<file path="src/rtl/fcrc_regs.vh">
// Constants for the flash CRC memory scanner
`ifndef FCRC_REGS_VH
`define FCRC_REGS_VH

// =====================================================================
// CRC arithmetic
`define FCRC_POLY        16'h1021
`define FCRC_INIT        16'hFFFF
`define FCRC_RESIDUE     16'h0000
`define FCRC_BYTE_MSB    7

// =====================================================================
// Source select and start-up fuse codes
`define FCRC_SRC_BOOTAPP 2'h0
`define FCRC_SRC_BOOT    2'h1
`define FCRC_SRC_FLASH   2'h2
`define FCRC_FUSE_NONE   2'h3

// =====================================================================
// Flash geometry
`define FCRC_FLASH_END   16'h0FFF
`define FCRC_PAGE_LSB    8'h00
`define FCRC_ONE_BYTE    16'h0001
`define FCRC_WORD_ONE    15'h0001
`define FCRC_WORD_ZERO   15'h0000

// =====================================================================
// Timing
`define FCRC_START_DELAY 2'h3
`define FCRC_DELAY_LAST  2'h2
`define FCRC_PH_ISSUE    2'h0
`define FCRC_PH_LOW      2'h1
`define FCRC_PH_HIGH     2'h2

`endif

</file>
<file path="src/rtl/fcrc_scanner.v">
// Flash CRC memory scanner: control, flash fetch and result logic
`timescale 1ns/1ps
`include "fcrc_regs.vh"

module fcrc_scanner (
  input  wire        clk_sys,
  input  wire        rst_n,
  input  wire        enable_wr,
  input  wire        source_select_wr,
  input  wire [1:0]  source_select_wdata,
  input  wire        nmi_enable_wr,
  input  wire [1:0]  boot_scan_fuse_field,
  input  wire [7:0]  boot_end_page,
  input  wire [7:0]  app_end_page,
  input  wire        cpu_sleep,
  output wire        flash_rd_en,
  output wire [14:0] flash_word_addr,
  input  wire [15:0] flash_rdata,
  output wire        cpu_stall,
  output wire        cpu_reset_hold,
  output wire        enable,
  output wire [1:0]  source_select,
  output wire        nonmaskable_irq_enable,
  output wire        busy,
  output wire        pass,
  output wire        nmi_req
);

  localparam ST_INIT  = 2'b00;
  localparam ST_IDLE  = 2'b01;
  localparam ST_DELAY = 2'b10;
  localparam ST_SCAN  = 2'b11;

  reg [1:0]  state_r;
  reg [1:0]  delay_r;
  reg [1:0]  phase_r;
  reg [14:0] ptr_r;
  reg [15:0] crc_r;
  reg [7:0]  hi_r;
  reg        enable_r;
  reg [1:0]  src_r;
  reg        nmi_en_r;
  reg        busy_r;
  reg        pass_r;
  reg        nmi_r;
  reg        hold_r;
  reg        boot_r;

  wire [15:0] crc_nxt;
  wire [7:0]  crc_byte;
  wire [14:0] region_end;
  wire        halt;
  wire        last_word;
  wire        match;
  wire        wr_ok;

  // =====================================================================
  // Region end as a word index
  function [14:0] end_word;
    input [1:0] src;
    input [7:0] boot_pg;
    input [7:0] app_pg;
    reg   [15:0] last_byte;
    begin
      last_byte = `FCRC_FLASH_END;
      case (src)
        `FCRC_SRC_BOOT:    last_byte = {boot_pg, `FCRC_PAGE_LSB} - `FCRC_ONE_BYTE;
        `FCRC_SRC_BOOTAPP: last_byte = {app_pg, `FCRC_PAGE_LSB} - `FCRC_ONE_BYTE;
        default:           last_byte = `FCRC_FLASH_END;
      endcase
      end_word = last_byte[15:1];
    end
  endfunction

  // =====================================================================
  // Byte datapath
  // low byte of each word first, then high byte
  assign crc_byte  = (phase_r == `FCRC_PH_LOW) ? flash_rdata[7:0] : hi_r;
  assign region_end = end_word(src_r, boot_end_page, app_end_page);
  assign last_word = (ptr_r == region_end);
  // stored checksum leaves a zero residue
  assign match     = (crc_nxt == `FCRC_RESIDUE);

  fcrc_crc16_byte u_crc (
    .crc_in  (crc_r),
    .data_in (crc_byte),
    .crc_out (crc_nxt)
  );

  // pause only between fetches
  // Sleep mid-word lets the current word finish
  assign halt  = cpu_sleep && (phase_r == `FCRC_PH_ISSUE);
  // Writes locked while busy or once an interrupt request stands
  assign wr_ok = !busy_r && !nmi_r;

  // =====================================================================
  // Outputs
  // one word fetch per three cycles
  assign flash_rd_en            = (state_r == ST_SCAN) && (phase_r == `FCRC_PH_ISSUE) && !halt;
  assign flash_word_addr        = ptr_r;
  assign cpu_stall              = (state_r == ST_SCAN);
  assign cpu_reset_hold         = hold_r;
  assign enable                 = enable_r;
  assign source_select          = src_r;
  assign nonmaskable_irq_enable = nmi_en_r;
  assign busy                   = busy_r;
  assign pass                   = pass_r;
  assign nmi_req                = nmi_r;

  // =====================================================================
  // Control state machine
  always @(posedge clk_sys or negedge rst_n) begin
    if (!rst_n) begin
      state_r  <= ST_INIT;
      delay_r  <= 2'h0;
      phase_r  <= `FCRC_PH_ISSUE;
      ptr_r    <= `FCRC_WORD_ZERO;
      crc_r    <= `FCRC_INIT;
      hi_r     <= 8'h00;
      enable_r <= 1'b0;
      src_r    <= `FCRC_SRC_BOOTAPP;
      nmi_en_r <= 1'b0;
      busy_r   <= 1'b0;
      pass_r   <= 1'b0;
      nmi_r    <= 1'b0;
      hold_r   <= 1'b1;
      boot_r   <= 1'b0;
    end else begin
      case (state_r)
        ST_INIT: begin
          // fuse sampled after reset release
          // Fuse field is static, so no synchroniser before this read
          if (boot_scan_fuse_field != `FCRC_FUSE_NONE) begin
            src_r    <= boot_scan_fuse_field;
            enable_r <= 1'b1;
            busy_r   <= 1'b1;
            boot_r   <= 1'b1;
            crc_r    <= `FCRC_INIT;
            ptr_r    <= `FCRC_WORD_ZERO;
            phase_r  <= `FCRC_PH_ISSUE;
            state_r  <= ST_SCAN;
          end else begin
            hold_r  <= 1'b0;
            state_r <= ST_IDLE;
          end
        end
        ST_IDLE: begin
          if (source_select_wr && wr_ok) begin
            src_r <= source_select_wdata;
          end
          // enable only settable, cleared by reset
          if (nmi_enable_wr && wr_ok) begin
            nmi_en_r <= 1'b1;
          end
          if (enable_wr && wr_ok) begin
            enable_r <= 1'b1;
            busy_r   <= 1'b1;
            delay_r  <= 2'h0;
            state_r  <= ST_DELAY;
          end
        end
        ST_DELAY: begin
          if (!cpu_sleep) begin
            if (delay_r == `FCRC_DELAY_LAST) begin
              crc_r   <= `FCRC_INIT;
              ptr_r   <= `FCRC_WORD_ZERO;
              phase_r <= `FCRC_PH_ISSUE;
              state_r <= ST_SCAN;
            end else begin
              delay_r <= delay_r + 2'h1;
            end
          end
        end
        ST_SCAN: begin
          if (!halt) begin
            case (phase_r)
              `FCRC_PH_ISSUE: begin
                phase_r <= `FCRC_PH_LOW;
              end
              `FCRC_PH_LOW: begin
                crc_r   <= crc_nxt;
                hi_r    <= flash_rdata[15:8];
                phase_r <= `FCRC_PH_HIGH;
              end
              default: begin
                crc_r   <= crc_nxt;
                phase_r <= `FCRC_PH_ISSUE;
                if (last_word) begin
                  // busy and pass settle at completion
                  busy_r  <= 1'b0;
                  pass_r  <= match;
                  boot_r  <= 1'b0;
                  state_r <= ST_IDLE;
                  // CPU released only on pass
                  // A failed start-up scan keeps the hold until reset
                  if (boot_r && match) begin
                    hold_r <= 1'b0;
                  end
                  if (!match && nmi_en_r) begin
                    nmi_r <= 1'b1;
                  end
                end else begin
                  ptr_r <= ptr_r + `FCRC_WORD_ONE;
                end
              end
            endcase
          end
        end
        default: begin
          state_r <= ST_IDLE;
        end
      endcase
    end
  end

endmodule

</file>
<file path="src/rtl/fcrc_crc16_byte.v">
// One-byte CRC-16 update, most significant bit first
`timescale 1ns/1ps
`include "fcrc_regs.vh"

module fcrc_crc16_byte (
  input  wire [15:0] crc_in,
  input  wire [7:0]  data_in,
  output reg  [15:0] crc_out
);

  integer i;
  reg     fb;

  always @* begin
    crc_out = crc_in;
    fb      = 1'b0;
    for (i = `FCRC_BYTE_MSB; i >= 0; i = i - 1) begin
      fb      = crc_out[15] ^ data_in[i];
      crc_out = {crc_out[14:0], 1'b0} ^ (fb ? `FCRC_POLY : 16'h0000);
    end
  end

endmodule

</file>
<file path="config.mk">
export PLATFORM = sky130hd
export DESIGN_NAME = fcrc_scanner
export DESIGN_NICKNAME = d
export VERILOG_FILES = /design/src/rtl/fcrc_scanner.v /design/src/rtl/fcrc_crc16_byte.v
export VERILOG_INCLUDE_DIRS = /design/src /design/src/rtl
export SDC_FILE = /design/constraint.sdc
export NUM_CORES = 1
export LEC_CHECK = 0
export BUFFER_PORTS_ARGS = -buffer_cell sky130_fd_sc_hd__buf_2
export CORE_ASPECT_RATIO = 0.9
export CORE_MARGIN = 3
export CORE_UTILIZATION = 25
export DETAILED_ROUTE_END_ITERATION = 7
export SLEW_MARGIN = 20
export SYNTH_ARGS = -nofsm -noshare
export SYNTH_HDL_FRONTEND = slang
export SYNTH_HIERARCHICAL = 1
export SYNTH_SLANG_ARGS = --single-unit
</file>
<file path="constraint.sdc">
create_clock -name clk_sys -period 3.28 [get_ports clk_sys]
set_clock_uncertainty 0.2 [all_clocks]
set_input_delay 0.164 -clock clk_sys [delete_from_list [all_inputs] [get_ports clk_sys]]
set_output_delay 0.164 -clock clk_sys [all_outputs]
set_load 0.01 [all_outputs]
</file>
Word level (Yosys, flattened, before mapping)
Index checks and enable logic that the tools add are counted.

Output and inout bits: 25. RAM bits: 0. Register bits: 54. Input port bits: 42. Memories kept: 0. Latch bits: 0. ROM bits: 0.

Multiplexer cells: 58. Order comparisons: 0. Div/mod/pow operators: 0. Add/subtract/negate cells: 4. $mul: 0. Reductions and logical operators: 37. Equality and inequality tests: 21. Bitwise gates (word level): 18. Shift operators: 0.

Operator list (count): bitwise XOR 16 bit (8); 2-to-1 mux 13 bit (8); 2-to-1 mux 15 bit (6); 2-to-1 mux 16 bit (5); one-hot mux 16 bit (3 select lines) (1); one-hot mux 15 bit (3 select lines) (1); 2-to-1 mux 2 bit (16); one-hot mux 16 bit (2 select lines) (1); subtractor 16 x 1 -> 16 bit, second input constant (2); != test 2 bit, second input constant (12); AND reduction 6 bit (4); zero test 16 bit (1); adder 15 x 1 -> 15 bit, second input constant (1); == test 15 bit (1); AND reduction 5 bit (3); one-hot mux 2 bit (2 select lines) (3); 2-to-1 mux 1 bit (10); logical AND 1 bit (9); AND reduction 3 bit (3); 2-to-1 mux 8 bit (1); one-hot mux 2 bit (4 select lines) (1); AND reduction 4 bit (2); bitwise XOR 1 bit (8); AND reduction 7 bit (1); 14 further kinds (30).

Logic depth before layout (Yosys ltp)
Depth in word-level cells: 33. Mapped depth: 11. Mapped depth without buffers: 10.

Hierarchy
The synthesis kept the hierarchy.

Modules (own cells, without submodules): fcrc_scanner (seq. area each 1372.6 um2, cells each 342, times used 1, area an instance 3205.6 um2); fcrc_crc16_byte (seq. area each 0.0 um2, cells each 26, times used 1, area an instance 395.4 um2).

Worst setup path before layout
No wires, ideal clock.

Path kind: register -> register. Start: reg state_r[0]. End: reg ptr_r[14], in the netlist flash_word_addr[14]. Stages on the path, launching flop included: 10. Arrival: 2.613 ns. Required time: 3.002 ns. Path buffers: 0. Path slack: 0.390 ns. Setup time: 0.078 ns. Cells stage by stage: dfrtp_1 inv_1 ha_1 nand3_1 nor4bb_1 nor2_1 nor2_1 o21ai_2 or4_1 a21oi_1.

Word-level cells in the longest chain between the ends: 3. Elaborated cells on any way between the ends: 12. Those cells by class: 8 x eq/ne; 1 x mux; 3 x reduce/logical.

Ends and longest elaborated chain: from (decl) (line fcrc_scanner.v:34) `reg [1:0] state_r;`; from (signal assigned) (line fcrc_scanner.v:114) `state_r <= ST_INIT;`; from (signal assigned) (line fcrc_scanner.v:141) `state_r <= ST_SCAN;`; from (signal assigned) (line fcrc_scanner.v:144) `state_r <= ST_IDLE;`; == test 2 bit / zero test 2 bit (equally long branches) (line fcrc_scanner.v:129) `case (state_r)`; != test 2 bit (no line) / nonzero test 3 bit (equally long branches); AND reduction 7 bit (no line); to (signal assigned) (line fcrc_scanner.v:117) `` ptr_r <= `FCRC_WORD_ZERO; ``; to (signal assigned) (line fcrc_scanner.v:139) `` ptr_r <= `FCRC_WORD_ZERO; ``; to (signal assigned) (line fcrc_scanner.v:166) `` ptr_r <= `FCRC_WORD_ZERO; ``; to (decl) (line fcrc_scanner.v:37) `reg [14:0] ptr_r;`.

Several ways; a longest one is shown, not always the timed one. A chain may end at the register's enable or synchronous reset.

Worst setup path after layout
Start: reg phase_r[1]. End: reg nmi_r, in the netlist nmi_req.

Elaborated cells on any way between the ends: 35. Those cells by class: 1 x eq/ne; 9 x mux; 18 x bitwise; 7 x reduce/logical.

RTL lines: from (decl) (line fcrc_scanner.v:36) `reg [1:0] phase_r;`; from (signal assigned) (line fcrc_scanner.v:116) `` phase_r <= `FCRC_PH_ISSUE; ``; from (signal assigned) (line fcrc_scanner.v:140) `` phase_r <= `FCRC_PH_ISSUE; ``; from (signal assigned) (line fcrc_scanner.v:167) `` phase_r <= `FCRC_PH_ISSUE; ``; == test 2 x 1 -> 1 bit; 2-to-1 mux 8 bit (line fcrc_scanner.v:78) `` assign crc_byte = (phase_r == `FCRC_PH_LOW) ? flash_rdata[7:0] : hi_r; ``; via crc_byte[0] (line fcrc_scanner.v:50) `wire [7:0] crc_byte;`; bitwise XOR 1 bit (line fcrc_crc16_byte.v:18) `fb = crc_out[15] ^ data_in[i];`; 2-to-1 mux 13 bit (line fcrc_crc16_byte.v:19) `` crc_out = {crc_out[14:0], 1'b0} ^ (fb ? `FCRC_POLY : 16'h0000); ``; bitwise XOR 16 bit (line fcrc_crc16_byte.v:19); via crc_nxt[12] (line fcrc_scanner.v:49) `wire [15:0] crc_nxt;`; zero test 16 bit (no line); zero test 1 bit (line fcrc_scanner.v:199) `if (!match && nmi_en_r) begin`; logical AND 1 bit (line fcrc_scanner.v:199); AND reduction 5 bit (no line); to (signal assigned) (line fcrc_scanner.v:125) `nmi_r <= 1'b0;`; to (signal assigned) (line fcrc_scanner.v:200) `nmi_r <= 1'b1;`; to (decl) (line fcrc_scanner.v:45) `reg nmi_r;`.

The timed path passes the listed nets, and every way through them passes these cells.

==> out/qor.yml <==
status: "finished with violations"
violations: "hold timing"
grt-ovfl-total: 0
cts.sinks: 54
cp_num_buf_inv: 1
yosys_warnings: 6
die_height_um: 119.9
core-area_mm2: 0.01371
drc_errors: 0
hp-class: "primary input to flip-flop"
dpl.hpwl_um: 6675
layout_setup_ws_ns: 0.2248
worstPathArrival_ns: 3.04
ys_ff_latch: 54
synth.distinct_cells: 54
antennaDiodeCount: 0
finalSetupTns_ns: 0
ys_async_sr_fraction_pct: 100.0
cp.required_ns: 3.26
final_hold_viol_count: 1
die_x_um: 132.5
min-delay-start: "source_select_wdata[0]"
grt_pass1_vias: 3017
worstReg2RegStart: "phase_r[1]"
crit_path_end_kind: "flip-flop"
synth_edf_count: 0
gp_congestion: 0.8130
numPortBuffers: 66
critPathKind: "flip-flop to flip-flop"
yosys.area.top_type: "dfrtp_1"
finish.instance_area_mm2: 0.004488
drt-vias-per-instance: 4.644
worst_pin_slew_ns: 0.7196
post_dp_cell_area_mm2: 0.004193
slowest_delay_ns: 0.45
yosys.area.top_type_share_pct: 25.71
ioPinCount: 67
fin_crit_ns: 3.055
setup_viol: 0
avgSynthCellArea_um2: 9.785
rsz0062_at_grt: "false"
initialDrtViolationCount: 122
finalMaxSlewViolations: 0
synth.yosys.seq_area_share_pct: 38.12
clock_latency_ns: 0.29
clkTransAtPathRegs_ns: 0.07
syn_nets: 421
max_slew_margin_pct: 52.02
crit_fanout: 8
min_period_over_period_pct: 93.15
clock_path_buffers: 2
grt_start_max_net_pins: 55
cts_max_level: 2
start_util_pct: 26.26
clockRootBuffer: "clkbuf_16"
cts_setup_buffers: 0
post-place-ws_ns: 0.01654
dr.pass1.iters: 4
wl_um: 8843
drive_gt1_share_pct: 29.40
clock.fmax_mhz: 327.3
drv_cap: 0
hold_ws_ns: -0.0004795
ys.flop_type: "dfrtp_1"
die_area_mm2: 0.01588
netlist_instances: 368
ant_nets: 0
leakage_nw: 2.001
grt_usage_pct: 11.28
start_kind: "flip-flop"
syn_area_mm2: 0.003601
path_cells: "nor2b_1 > buf_4 > mux2_2 > xnor2_1 > xnor3_1 > nor4_1 > and4_1 > nand2b_1 > o21bai_1"
numCtsBuffers: 5
grt_antenna_before_repair: 0
areaGrowthSynthToFinish_pct: 24.64
cts_tree: "built"
utilization_pct: 32.73
dr_total_vias: 2963
worstSetupStartpoint: "phase_r[1]"
fp-row-count: 40
grt_pass1_wl_um: 14770
synth.area.top_cells: "dfrtp_1 26%, dfstp_2 12%, o21ai_0 7.6%, mux2_2 5.6%, xnor2_1 4.1%"
ir_drop_v: 0.0003704
crit_family: "XOR/XNOR gates"
layout.nets: 501
power.density_mw_per_mm2: 862.9
worst_path_max_delay_cell: "xnor3_1"
post_drt_wl_per_cell_um: 13.86
## tightest hold or removal path, cell delays in order
cell	delay (ns)
buf_2	0.08
mux2i_1	0.05
o21ai_0	0.15
## metrics by stage
step / cells / total power (W)
floorplan: 368 / 0.002830
global placement: 619 / 0.003258
detailed placement: 619 / 0.003290
CTS: 638 / 0.003884
global route: 638 / 0.004192
finish: 638 / 0.003873
## cells in the final DEF, fill, tap and decap left out, types with 4 or more instances in the layout
master	instances
ha_1	11
clkbuf_16	5
buf_2	66
nor3_1	7
o211ai_1	4
nor4_1	5
a21oi_1	12
mux2_2	18
nor2_1	19
nand2_1	19
xnor3_1	5
buf_4	9
xor2_1	9
inv_1	32
dfrtp_1	37
o21ai_0	55
nand2b_1	4
nand3_1	9
dlygate4sd3_1	11
or3_1	12
dfstp_2	17
xnor2_1	17
mux2i_1	9
## routing by layer
layer	part of all wire, %	vias to the layer above	global-route usage [%]
met1	50	1426	15.61
met5	0	-	0
met2	44	58	17.79
li1	-	1471	-
met4	1.2	0	2.792
met3	4.4	8	2.682
## cell families (layout without fill, tap and decap cells)
group | Yosys count | after routing | synth area share, %
simple gates | 99 | 99 | 14.77
buf+inv | 45 | 126 | 4.934
xor+xnor | 39 | 39 | 14.32
fa+ha+maj | 11 | 11 | 3.822
compound gates | 93 | 93 | 15.91
flops | 54 | 54 | 38.12
mux | 27 | 27 | 8.131
## synth_stat cells (9+ instances only)
master and instances:
or3_1 12, xnor2_1 17, o21ai_0 55, dfrtp_1 37, nor2_1 19, nand3_1 9, nand2_1 19, ha_1 11
mux2i_1 9, xor2_1 9, clkbuf_1 10, mux2_2 18, inv_1 32, dfstp_2 17, a21oi_1 12
## layout make-up
cell class,count,area (um^2)
multi-input combinational,269,2095
tap,189,236.5
sequential,54,1373
fill,1474,9225
timing repair buffer,86,508.0
clock buffer,6,138.9
inverter,32,120.1
clock inverter,2,17.52
## sequential cells by signal, indices dropped and copies added, names as in the netlist, 2 cells and up
register         cells
source_select        2
flash_word_addr     15
crc_r               16
state_r              2
delay_r              2
hi_r                 8
phase_r              2
## report_power, final
part / internal, W / total (W) / switching [W]
Combinational: 0.00118 / 0.00220 / 0.00102
Clock: 0.000307 / 0.000561 / 0.000253
Sequential: 0.000960 / 0.00111 / 0.000151
Total: 0.00244 / 0.00387 / 0.00143
## worst paths after layout
check	end	slack, ns	depth (start not counted)
min in group asynchronous	hi_r[1]	0.33	3
max	nmi_req	0.22	9
min reg2reg	enable	0.28	1
max in group asynchronous	enable	2.06	3
max reg2reg	nmi_req	0.22	9
min	source_select[0]	-0.0005	3
## repair_timing
action,4_1_cts,5_1_grt
hold endpoints to repair,47,0
gates resized for setup,0,4
hold buffers,11,0
endpoints found under the setup margin,0,17
(Power assumes the default switching activity.)
